--- config.mk ---
export PLATFORM = sky130hd
export DESIGN_NAME = svcu_top
export DESIGN_NICKNAME = d
export VERILOG_FILES = /design/src/hw/svcu_pkg.sv /design/src/hw/svcu_top.sv
export SDC_FILE = /design/constraint.sdc
export NUM_CORES = 1
export LEC_CHECK = 0
export ABC_AREA = 1
export BUFFER_PORTS_ARGS = -buffer_cell sky130_fd_sc_hd__buf_2
export CORE_UTILIZATION = 61
export DETAILED_ROUTE_END_ITERATION = 10
export GPL_TIMING_DRIVEN = 1
export PLACE_DENSITY_LB_ADDON = 0.2
export RECOVER_POWER = 100
export SETUP_SLACK_MARGIN = 0.4
export SYNTH_ARGS = -nofsm -noshare
export SYNTH_HDL_FRONTEND = slang
export SYNTH_SLANG_ARGS = --single-unit
--- constraint.sdc ---
create_clock -name CLK_SYS -period 7.7 [get_ports CLK_SYS]
set_input_delay 1.155 -clock CLK_SYS [delete_from_list [all_inputs] [get_ports CLK_SYS]]
set_output_delay 1.155 -clock CLK_SYS [all_outputs]
set_load 0.01 [all_outputs]
--- src/hw/svcu_pkg.sv ---
// Shared constants and types of the supply voltage command unit.
package svcu_pkg;
    localparam int unsigned CLK_FREQ_HZ = 10000000;
    localparam int unsigned MS_PER_S = 1000;
    localparam int unsigned CYC_PER_MS = CLK_FREQ_HZ / MS_PER_S;
    localparam int unsigned TRAN_MAX_MS = 10000;
    localparam logic [15:0] LEVEL_RST = 16'h0000;
    localparam logic [15:0] MODEL_MAX_DEF = 16'hffff;
    localparam logic [15:0] MODEL_MIN_DEF = 16'h0000;
    localparam logic [15:0] QUARTER_DEF = 16'h4000;
    localparam logic [15:0] ERR_RANGE = 16'hff22;
    localparam logic [15:0] ERR_COMMAND = 16'hff9c;
    localparam logic [15:0] RANGE_FULL = 16'h0001;
    localparam logic [15:0] RANGE_QUARTER = 16'h0004;
    localparam int unsigned OPC_CV_BIT = 8;
    localparam int unsigned OPC_CC_BIT = 10;
    localparam logic AUTO_RANGE_RST = 1'b1;

    typedef enum logic [4:0] {
        CMD_VOLT_SET = 5'h00,
        CMD_VOLT_QUERY = 5'h01,
        CMD_MODE_FIX = 5'h02,
        CMD_MODE_LIST = 5'h03,
        CMD_MODE_TRAN = 5'h04,
        CMD_MODE_QUERY = 5'h05,
        CMD_RANGE_SET = 5'h06,
        CMD_RANGE_QUERY = 5'h07,
        CMD_AUTO_SET = 5'h08,
        CMD_TRIG_SET = 5'h09,
        CMD_TRIG_QUERY = 5'h0a,
        CMD_TRIGGER = 5'h0b,
        CMD_OPC_QUERY = 5'h0c,
        CMD_LIST_DEF = 5'h0d,
        CMD_RESET = 5'h0e,
        CMD_FUNC_MODE = 5'h0f,
        CMD_LIMIT_SET = 5'h10
    } svcu_cmd_e;

    typedef enum logic [1:0] {
        QUAL_NONE = 2'b00,
        QUAL_MIN = 2'b01,
        QUAL_MAX = 2'b10
    } svcu_qual_e;

    typedef enum logic [1:0] {
        MODE_FIXED = 2'b00,
        MODE_LIST = 2'b01,
        MODE_ARMED = 2'b10,
        MODE_PULSE = 2'b11
    } svcu_state_e;

    typedef enum logic [1:0] {
        REPLY_FIXED = 2'b00,
        REPLY_LIST = 2'b01,
        REPLY_TRANS = 2'b10
    } svcu_mode_reply_e;
endpackage

--- src/hw/svcu_top.sv ---
// Voltage command interpreter: levels, modes, ranging and operation condition.
`timescale 1ns/10ps
module svcu_top #(
    parameter int unsigned CYC_PER_MS = svcu_pkg::CYC_PER_MS,
    parameter logic [15:0] MODEL_MAX = svcu_pkg::MODEL_MAX_DEF,
    parameter logic [15:0] MODEL_MIN = svcu_pkg::MODEL_MIN_DEF,
    parameter logic [15:0] QUARTER = svcu_pkg::QUARTER_DEF
) (
    // Clock and reset
    input wire logic CLK_SYS,
    input wire logic RST,
    // Parsed command in
    input wire logic CMD_VALID,
    input wire logic [4:0] CMD_CODE,
    input wire logic [1:0] CMD_QUAL,
    input wire logic [15:0] CMD_ARG,
    // Query reply and error queue entry
    output logic RSP_VALID,
    output logic [15:0] RSP_DATA,
    output logic ERR_VALID,
    output logic [15:0] ERR_CODE,
    // List sequencer
    output logic LIST_RUN,
    input wire logic LIST_STEP_VALID,
    input wire logic [15:0] LIST_STEP_LEVEL,
    input wire logic LIST_END,
    // Output programming
    output logic [15:0] OUT_LEVEL,
    output logic [15:0] DAC_CODE,
    output logic RANGE_QUARTER_ON,
    output logic CURR_MODE
);

    initial begin
        if (CYC_PER_MS < 1 || QUARTER == 16'h0000 || MODEL_MIN > MODEL_MAX) begin
            $error("svcu_top: unusable parameter values");
        end
    end

    localparam int unsigned DUR_W = 40;
    localparam logic [DUR_W-1:0] CYC_MS = DUR_W'(CYC_PER_MS);

    svcu_pkg::svcu_state_e state_ff;
    logic [15:0] prog_ff;
    logic [15:0] nxt_prog;
    logic [15:0] saved_ff;
    logic [15:0] trig_ff;
    logic [15:0] limit_ff;
    logic [15:0] tran_ms_ff;
    logic [DUR_W-1:0] cnt_ff;
    logic auto_ff;
    logic vq_ff;
    logic cq_ff;
    logic curr_ff;
    logic [15:0] out_ff;
    logic [15:0] dac_ff;
    logic rsp_v_ff;
    logic [15:0] rsp_d_ff;
    logic err_v_ff;
    logic [15:0] err_c_ff;

    svcu_pkg::svcu_cmd_e cmd;
    logic is_cmd;
    logic arg_over;
    logic pulse_done;
    logic range_ok;
    logic v_quarter;
    logic [15:0] opc_word;
    logic [15:0] trig_clamped;
    logic [17:0] quad_level;

    assign cmd = svcu_pkg::svcu_cmd_e'(CMD_CODE);
    assign is_cmd = CMD_VALID;
    assign arg_over = CMD_ARG > MODEL_MAX;
    assign range_ok = (CMD_ARG == svcu_pkg::RANGE_FULL) || (CMD_ARG == svcu_pkg::RANGE_QUARTER);
    assign pulse_done = (state_ff == svcu_pkg::MODE_PULSE) && (cnt_ff == '0);
    // Auto ranging picks full scale only strictly above the quarter point.
    assign v_quarter = auto_ff ? (prog_ff <= QUARTER) : vq_ff;
    // The condition limit clamp caps a trigger value at the upper limit as it is stored.
    assign trig_clamped = (CMD_ARG > limit_ff) ? limit_ff : CMD_ARG;

    // Live condition word: only the two mode bits can ever be set.
    always_comb begin
        opc_word = 16'h0000;
        opc_word[svcu_pkg::OPC_CC_BIT] = curr_ff;
        opc_word[svcu_pkg::OPC_CV_BIT] = !curr_ff;
    end

    // Mode sequencing, list tracking and transient pulse.
    always_ff @(posedge CLK_SYS or posedge RST) begin
        if (RST) begin
            state_ff <= svcu_pkg::MODE_FIXED;
            saved_ff <= svcu_pkg::LEVEL_RST;
            tran_ms_ff <= 16'h0000;
            cnt_ff <= '0;
        end else if (is_cmd && cmd == svcu_pkg::CMD_RESET) begin
            state_ff <= svcu_pkg::MODE_FIXED;
            cnt_ff <= '0;
        end else if (pulse_done) begin
            state_ff <= svcu_pkg::MODE_FIXED;
        end else if (state_ff == svcu_pkg::MODE_PULSE) begin
            cnt_ff <= cnt_ff - 1'b1;
        end else if (state_ff == svcu_pkg::MODE_LIST && !(is_cmd && cmd == svcu_pkg::CMD_MODE_FIX)) begin
            if (LIST_END) begin
                state_ff <= svcu_pkg::MODE_FIXED;
            end
        end else if (is_cmd) begin
            unique case (cmd)
                svcu_pkg::CMD_MODE_LIST: begin
                    state_ff <= svcu_pkg::MODE_LIST;
                    saved_ff <= prog_ff;
                end
                svcu_pkg::CMD_MODE_FIX: begin
                    state_ff <= svcu_pkg::MODE_FIXED;
                end
                svcu_pkg::CMD_MODE_TRAN: begin
                    if (CMD_ARG <= 16'(svcu_pkg::TRAN_MAX_MS)) begin
                        state_ff <= svcu_pkg::MODE_ARMED;
                        tran_ms_ff <= CMD_ARG;
                    end
                end
                svcu_pkg::CMD_VOLT_SET, svcu_pkg::CMD_TRIGGER: begin
                    if (state_ff == svcu_pkg::MODE_ARMED &&
                        !(cmd == svcu_pkg::CMD_VOLT_SET && arg_over)) begin
                        state_ff <= svcu_pkg::MODE_PULSE;
                        cnt_ff <= DUR_W'(tran_ms_ff) * CYC_MS - 1'b1;
                    end
                end
                default: begin
                end
            endcase
        end
    end

    // Next programmed level; a pulse leaves it alone so it is restored on expiry.
    // The output register follows this next value, so a new level shows one cycle after
    // its command instead of lagging a further cycle behind the stored level.
    always_comb begin
        nxt_prog = prog_ff;
        if (is_cmd && cmd == svcu_pkg::CMD_RESET) begin
            nxt_prog = svcu_pkg::LEVEL_RST;
        end else if (state_ff == svcu_pkg::MODE_LIST) begin
            if (is_cmd && cmd == svcu_pkg::CMD_MODE_FIX) begin
                nxt_prog = saved_ff;
            end else if (LIST_STEP_VALID) begin
                nxt_prog = LIST_STEP_LEVEL;
            end
        end else if (is_cmd && state_ff != svcu_pkg::MODE_ARMED) begin
            if (cmd == svcu_pkg::CMD_VOLT_SET && !arg_over) begin
                nxt_prog = CMD_ARG;
            end else if (cmd == svcu_pkg::CMD_TRIGGER && state_ff == svcu_pkg::MODE_FIXED) begin
                nxt_prog = trig_ff;
            end
        end
    end

    always_ff @(posedge CLK_SYS or posedge RST) begin
        if (RST) begin
            prog_ff <= svcu_pkg::LEVEL_RST;
        end else begin
            prog_ff <= nxt_prog;
        end
    end

    // Output level: the pulse value while timing, the programmed level otherwise.
    always_ff @(posedge CLK_SYS or posedge RST) begin
        if (RST) begin
            out_ff <= svcu_pkg::LEVEL_RST;
        end else if (is_cmd && state_ff == svcu_pkg::MODE_ARMED && cmd == svcu_pkg::CMD_VOLT_SET
                     && !arg_over) begin
            out_ff <= CMD_ARG;
        end else if (is_cmd && state_ff == svcu_pkg::MODE_ARMED && cmd == svcu_pkg::CMD_TRIGGER) begin
            out_ff <= trig_ff;
        end else if (state_ff != svcu_pkg::MODE_PULSE || pulse_done) begin
            out_ff <= nxt_prog;
        end
    end

    // Triggered value and upper level limit.
    always_ff @(posedge CLK_SYS or posedge RST) begin
        if (RST) begin
            trig_ff <= svcu_pkg::LEVEL_RST;
            limit_ff <= MODEL_MAX;
        end else if (is_cmd && cmd == svcu_pkg::CMD_TRIG_SET && !arg_over) begin
            trig_ff <= trig_clamped;
        end else if (is_cmd && cmd == svcu_pkg::CMD_LIMIT_SET && !arg_over) begin
            limit_ff <= CMD_ARG;
        end
    end

    // Function mode and range selection.
    always_ff @(posedge CLK_SYS or posedge RST) begin
        if (RST) begin
            auto_ff <= svcu_pkg::AUTO_RANGE_RST;
            vq_ff <= 1'b0;
            cq_ff <= 1'b0;
            curr_ff <= 1'b0;
        end else if (is_cmd) begin
            unique case (cmd)
                svcu_pkg::CMD_RESET: begin
                    auto_ff <= svcu_pkg::AUTO_RANGE_RST;
                    curr_ff <= 1'b0;
                end
                svcu_pkg::CMD_AUTO_SET: begin
                    auto_ff <= (CMD_ARG != 16'h0000);
                    // Turning auto off in voltage mode keeps the range it had picked, so the output does not jump.
                    if (!curr_ff) begin
                        vq_ff <= v_quarter;
                    end
                end
                svcu_pkg::CMD_RANGE_SET: begin
                    if (range_ok) begin
                        auto_ff <= 1'b0;
                        if (curr_ff) begin
                            cq_ff <= (CMD_ARG == svcu_pkg::RANGE_QUARTER);
                        end else begin
                            vq_ff <= (CMD_ARG == svcu_pkg::RANGE_QUARTER);
                        end
                    end
                end
                svcu_pkg::CMD_FUNC_MODE: begin
                    curr_ff <= CMD_ARG[0];
                end
                default: begin
                end
            endcase
        end
    end

    // Converter code: the voltage quarter range stretches the code span over a quarter of output.
    assign quad_level = {out_ff, 2'b00};
    always_ff @(posedge CLK_SYS or posedge RST) begin
        if (RST) begin
            dac_ff <= 16'h0000;
        end else if (v_quarter) begin
            dac_ff <= (quad_level > 18'h0ffff) ? 16'hffff : quad_level[15:0];
        end else begin
            dac_ff <= out_ff;
        end
    end

    // Query replies, one cycle after the command.
    always_ff @(posedge CLK_SYS or posedge RST) begin
        if (RST) begin
            rsp_v_ff <= 1'b0;
            rsp_d_ff <= 16'h0000;
        end else begin
            rsp_v_ff <= 1'b0;
            if (is_cmd) begin
                rsp_v_ff <= 1'b1;
                unique case (cmd)
                    svcu_pkg::CMD_VOLT_QUERY: begin
                        if (CMD_QUAL == svcu_pkg::QUAL_MAX) begin
                            rsp_d_ff <= MODEL_MAX;
                        end else if (CMD_QUAL == svcu_pkg::QUAL_MIN) begin
                            rsp_d_ff <= MODEL_MIN;
                        end else begin
                            rsp_d_ff <= prog_ff;
                        end
                    end
                    svcu_pkg::CMD_MODE_QUERY: begin
                        unique case (state_ff)
                            svcu_pkg::MODE_LIST: rsp_d_ff <= 16'(svcu_pkg::REPLY_LIST);
                            svcu_pkg::MODE_ARMED: rsp_d_ff <= 16'(svcu_pkg::REPLY_TRANS);
                            default: rsp_d_ff <= 16'(svcu_pkg::REPLY_FIXED);
                        endcase
                    end
                    svcu_pkg::CMD_RANGE_QUERY: begin
                        rsp_d_ff <= ((curr_ff ? cq_ff : v_quarter) ? svcu_pkg::RANGE_QUARTER
                                     : svcu_pkg::RANGE_FULL);
                    end
                    svcu_pkg::CMD_TRIG_QUERY: begin
                        rsp_d_ff <= trig_ff;
                    end
                    svcu_pkg::CMD_OPC_QUERY: begin
                        rsp_d_ff <= opc_word;
                    end
                    default: begin
                        rsp_v_ff <= 1'b0;
                    end
                endcase
            end
        end
    end

    // Error queue entries: out-of-range data and refused commands.
    always_ff @(posedge CLK_SYS or posedge RST) begin
        if (RST) begin
            err_v_ff <= 1'b0;
            err_c_ff <= 16'h0000;
        end else begin
            err_v_ff <= 1'b0;
            if (is_cmd) begin
                if ((cmd == svcu_pkg::CMD_VOLT_SET || cmd == svcu_pkg::CMD_TRIG_SET
                     || cmd == svcu_pkg::CMD_LIMIT_SET) && arg_over) begin
                    err_v_ff <= 1'b1;
                    err_c_ff <= svcu_pkg::ERR_RANGE;
                end else if (cmd == svcu_pkg::CMD_MODE_TRAN
                             && CMD_ARG > 16'(svcu_pkg::TRAN_MAX_MS)) begin
                    err_v_ff <= 1'b1;
                    err_c_ff <= svcu_pkg::ERR_RANGE;
                end else if (cmd == svcu_pkg::CMD_LIST_DEF && state_ff == svcu_pkg::MODE_LIST) begin
                    err_v_ff <= 1'b1;
                    err_c_ff <= svcu_pkg::ERR_COMMAND;
                end else if (cmd == svcu_pkg::CMD_RANGE_SET && !range_ok) begin
                    err_v_ff <= 1'b1;
                    err_c_ff <= svcu_pkg::ERR_RANGE;
                end
            end
        end
    end

    assign RSP_VALID = rsp_v_ff;
    assign RSP_DATA = rsp_d_ff;
    assign ERR_VALID = err_v_ff;
    assign ERR_CODE = err_c_ff;
    assign LIST_RUN = (state_ff == svcu_pkg::MODE_LIST);
    assign OUT_LEVEL = out_ff;
    assign DAC_CODE = dac_ff;
    assign RANGE_QUARTER_ON = curr_ff ? cq_ff : v_quarter;
    assign CURR_MODE = curr_ff;

endmodule // svcu_top

# == Word level (Yosys, flattened, before mapping) ==
# Index checks and enable logic that the tools add are counted.
# totals
latchBits,0
word_cells,177
register_bits,192
mem_bits_ro,0
out_inout_bits,69
ram_bits,0
in_bits,44
memories,0
# classes
addsub,2
n_bitwise,5
n_mul,1
n_reduce_logical,58
order_cmp,6
n_mux,54
eq_ne,34
div,0
shifts,0
# ops
operator,n
$mux W16,19
$mux W40,7
$pmux W16 S5,1
$eq A5 B4 Y1 const B,8
$logic_not A40 Y1,1
$sub A40 B1 Y40 const B,1
$sub A30 B1 Y31 const B,1
$mul A16 B10 Y26 const B,1
$logic_and A1 B1 Y1,21
$eq A5 B3 Y1 const B,4
$gt A18 B16 Y1 const B,1
$eq A16 B1 Y1 const B,1
$eq A16 B3 Y1 const B,1
$gt A16 B14 Y1 const B,1
$gt A16 B16 Y1,1
$gt A16 B16 Y1 const B,1
$le A16 B14 Y1 const B,1
$le A16 B15 Y1 const B,1
$mux W2,8
$reduce_bool A16 Y1,1
$reduce_bool A3 Y1,5
$mux W1,13
$reduce_and A6 Y1,2
$eq A5 B2 Y1 const B,2
30 further kinds,57

# == Longest topological paths before layout ==
# logic_depth
word_depth,11
mapped_depth,30
ltp_nobuf,30

# == Worst setup path after synthesis ==
# OpenSTA, ideal clock, no wires.
# synth_timing
kind,register to register
startpoint,reg tran_ms_ff[4]
endpoint,reg cnt_ff[30]
period_less_slack_ns,4.489
n_path_buf,0
arrival_time_ns,4.424
path_stages_with_launch,28
setup_slack_ns,3.211
setup_ns,0.065
path_cell_list,dfrtp_1 -> inv_1 -> fa_1 -> inv_1 -> ha_1 -> inv_1 -> fa_1 -> inv_1 -> ha_1 -> inv_1 -> fa_1 -> inv_1 -> ha_1 -> nand2_1 -> inv_1 -> a21oi_2 -> nand2_1 -> nand2_1 -> nand2_2 -> nor2_2 -> nand2_4 -> nor2_8 -> nand4_4 -> inv_2 -> nand2_2 -> nand2_4 -> nand3_1 -> nand2_1
# synth_via
elab_chain_cells,9
# synth_rtl
item,line_no,text
start: declaration,svcu_top.sv:49,logic [15:0] tran_ms_ff;
start signal: assignment,svcu_top.sv:94,tran_ms_ff <= 16'h0000;
start signal: assignment,svcu_top.sv:119,tran_ms_ff <= CMD_ARG;
$mul A16 B10 Y26,svcu_top.sv:126,cnt_ff <= DUR_W'(tran_ms_ff) * CYC_MS - 1'b1;
$sub A30 B1 Y31,svcu_top.sv:126,
$mux W40,svcu_top.sv:123,if (state_ff == svcu_pkg::MODE_ARMED &&
$mux W40,svcu_top.sv:108,unique case (cmd)
$mux W40,svcu_top.sv:107,end else if (is_cmd) begin
$mux W40,svcu_top.sv:103,end else if (state_ff == svcu_pkg::MODE_LIST && !(is_cmd && cmd == svcu_pkg::CMD_MODE_FIX)) begin
$mux W40,svcu_top.sv:101,end else if (state_ff == svcu_pkg::MODE_PULSE) begin
$mux W40,svcu_top.sv:99,end else if (pulse_done) begin
$mux W40,svcu_top.sv:96,end else if (is_cmd && cmd == svcu_pkg::CMD_RESET) begin
end signal: assignment,svcu_top.sv:102,cnt_ff <= cnt_ff - 1'b1;
end signal: assignment,svcu_top.sv:126,
end: declaration,svcu_top.sv:50,logic [DUR_W-1:0] cnt_ff;
# No other way between the ends. The select of a mux whose other input is x is not followed.
# A chain may end at the register's enable or synchronous reset.

# == Worst setup path after layout ==
# layout_timing
startpoint,reg tran_ms_ff[6]
endpoint,reg cnt_ff[30]
# The elaborated chain is that of the path after synthesis.

==> flow_metrics.tcl <==
set metrics [dict create \
    status "finished, violations left" \
    violations "max-capacitance violations, max-slew violations" \
    wirelength_mm 38.8 \
    crit_type "reg -> reg" \
    reg2regPathDepth 27 \
    arrival_ps 5950 \
    reg2reg_slack_ps 2140 \
    cp_max_fo 10 \
    drive_gt1_share_pct 7.20 \
    post-route-period-util_pct 72.3 \
    reg2reg_from "tran_ms_ff[6]$_DFFE_PP0P_" \
    wl_met1_mm 17.4 \
    grt_antenna_before_repair 2 \
    synth_top_cell_by_area "dfrtp_1" \
    place_congestion 0.967 \
    clock_latency_ps 450 \
    dieArea_mm2 0.0239 \
    fin_util_pct 67.2 \
    fin_nets 2281 \
    async_flop_share_pct 100 \
    synth_top_area_share_pct 28.5 \
    fmax_ghz 0.180 \
    globalRouteTotalUtil_pct 32.9 \
    yosysWarnings 0 \
    hp-class "reg -> reg" \
    cts_hold_buf 0 \
    synth_common_cells "592 x nand2_1, 308 x inv_1, 162 x dfrtp_1" \
    routed-wl-met2_mm 17.0 \
    syn_avg_cell_area_um2 6.94 \
    grt-ovfl-total 0 \
    syn_inst 2049 \
    start_kind "flop" \
    cp-end-kind "flop" \
    rr_endpoint "cnt_ff[30]$_DFFE_PP0P_" \
    hold_viol 0 \
    drt-pass1-iter-count 6 \
    ys_types 53 \
    fp.dieW_um 155 \
    syn-cell-area_mm2 0.0142 \
    path_clk_slew_ps 80 \
    syn2layout_area_growth_pct 7.46 \
    post-cts-setup-buffer-count 0 \
    fp.dieH_um 155 \
    cts.htree.levels 4 \
    cts_resized 0 \
    route.met3.wl_mm 3.57 \
    skew_ps 21.6 \
    synth-edff-count 0 \
    holdPathStages 2 \
    drtIter0Drc 1399 \
    clk_path_buf_depth 2 \
    period_needed_ps 5560 \
    topRoutingLayerUsed "met4" \
    wl_per_cell_um 16.1 \
    root_buffer "clkbuf_16" \
    core_area_mm2 0.0227 \
    hpwlAfterDp_mm 29.3 \
    drc 0 \
    finalSetupViolations 0 \
    yosysMostFrequentCell "nand2_1" \
    drtAntennaViolNets 0 \
    io_buffers 110 \
    io-pin-count 113 \
    via_count 13600 \
    drv_cap 3 \
    grt_pass1_wl_mm 62.1 \
    cts_sinks 179 \
    row_count 55 \
    rsz0062_at_grt "false" \
    cts_made_buffers 17 \
    cts_tree "done" \
    start_util_pct 62.6 \
    synth_flop_cell "dfrtp_1" \
    leakagePower_nw 8.09 \
    irDropWorstVdd_mv 0.157 \
    worstMarginPinSlew_ps 4950 \
    grt_max_degree 115 \
    slew_violations 204 \
    fill_cells 2047 \
    yosysSeqAreaShare_pct 31.7 \
    grt_pass1_vias 12300 \
    power.density_mw_per_mm2 300 \
    fin_tns_setup_ps 0 \
    via_per_inst 5.65 \
    hold_start "vq_ff$_DFFE_PP0P_" \
    cp.required_ps 8080 \
    relSlewSlack_pct -232 \
    synthTopCellsByArea "dfrtp_1 29%, nand2_1 16%, inv_1 8.1%" \
    whs_endpoint "vq_ff$_DFFE_PP0P_" \
    synth-seq-cells 179 \
]
==> sequential cells by signal, indices dropped and copies added, names as in the netlist, 2 cells and up <==
name and flops:
saved_ff 16, prog_ff 16, OUT_LEVEL 16, DAC_CODE 16
limit_ff 16, trig_ff 16, state_ff 2, tran_ms_ff 16
ERR_CODE 3, cnt_ff 40, RSP_DATA 16
==> power by group <==
part / switching [W] / total [W] / internal, W / leakage (nW)
sequential: 0.000314 / 0.00159 / 0.00128 / 2.21
clock: 0.000458 / 0.000933 / 0.000476 / 0.306
combinational: 0.00137 / 0.00206 / 0.000697 / 5.57
total: 0.00214 / 0.00459 / 0.00245 / 8.09
==> placed cells by master, fill, tap and decap left out, types with 35 or more instances in the layout <==
cell	synthesis	final
nand2_1	592	598
o21ai_0	156	164
nand3_1	102	102
a21oi_1	100	100
inv_1	308	312
ha_1	91	91
dfrtp_1	162	162
o211ai_1	53	53
fa_1	35	35
buf_2	19	41
nor2_1	157	164
clkbuf_1	34	70
==> worst max path at each step <==
stage                               from                      to  slack (ps)  depth (start not counted)
6_report       tran_ms_ff[6]$_DFFE_PP0P_  cnt_ff[30]$_DFFE_PP0P_        2140                         27
5_1_grt                              RST  trig_ff[1]$_DFFE_PP0P_        1280                          3
4_1_cts        tran_ms_ff[6]$_DFFE_PP0P_  cnt_ff[30]$_DFFE_PP0P_        2550                         24
3_5_place_dp   tran_ms_ff[6]$_DFFE_PP0P_  cnt_ff[37]$_DFFE_PP0P_        2560                         24
3_3_place_gp   tran_ms_ff[6]$_DFFE_PP0P_  cnt_ff[38]$_DFFE_PP0P_        2720                         24
2_1_floorplan                        RST   CURR_MODE$_DFFE_PP0P_        1710                          1
==> worst max-delay path, cell delays in order (launching register included) <==
cell	delay (ps)
dfrtp_1	460
inv_1	170
fa_1	580
inv_1	60
ha_1	290
fa_1	490
ha_1	300
inv_1	50
fa_1	500
inv_1	40
ha_1	370
nand2_1	150
inv_1	50
nand2_1	60
nand2_1	60
inv_1	70
nand2_1	80
nand2_1	60
nand2_1	100
nor2_1	230
nand2_4	70
nor2_1	380
nand4_4	170
inv_1	110
nand2_1	80
nand2_1	270
nand3_1	120
nand2_1	120
==> routing by layer <==
metal  vias up  GRT usage, %
met3        70          6.98
li1       6653             -
met4         0          10.1
met5         -             0
met1      6327          47.3
met2       563          49.6
==> area by class of cell <==
class,instances,area (um2),share of cell area (%)
diodes,2,5.00,0.0328
clock buffers,17,425,2.79
clock inverters,15,203,1.33
inverters,326,1220,8.02
multi-input cells,1471,8050,52.7
flip-flops and latches,179,4500,29.5
well taps,285,357,2.34
repair buffers,116,503,3.29
==> kinds of logic after synthesis <==
group           share of synthesized area (%)
xor+xnor                                 1.05
simple gates                             28.8
buf+inv                                  11.2
other cells                            0.0264
mux                                     0.150
flops                                    31.7
fa+ha+maj                                12.9
compound gates                           14.1
==> per-stage QoR <==
stage               cell area [um2]  power (W)  cells  worst slack (ps)  hold slack, ps
floorplan                     14200    0.00305   2050              1710             442
global placement              14800    0.00360   2377              2720             465
detailed placement            14800    0.00367   2377              2560             468
CTS                           15400    0.00462   2409              2550             487
global route                  15300    0.00497   2411              1280             510
finish                        15300    0.00459   2411              2140             484
(Power assumes the default switching activity.)
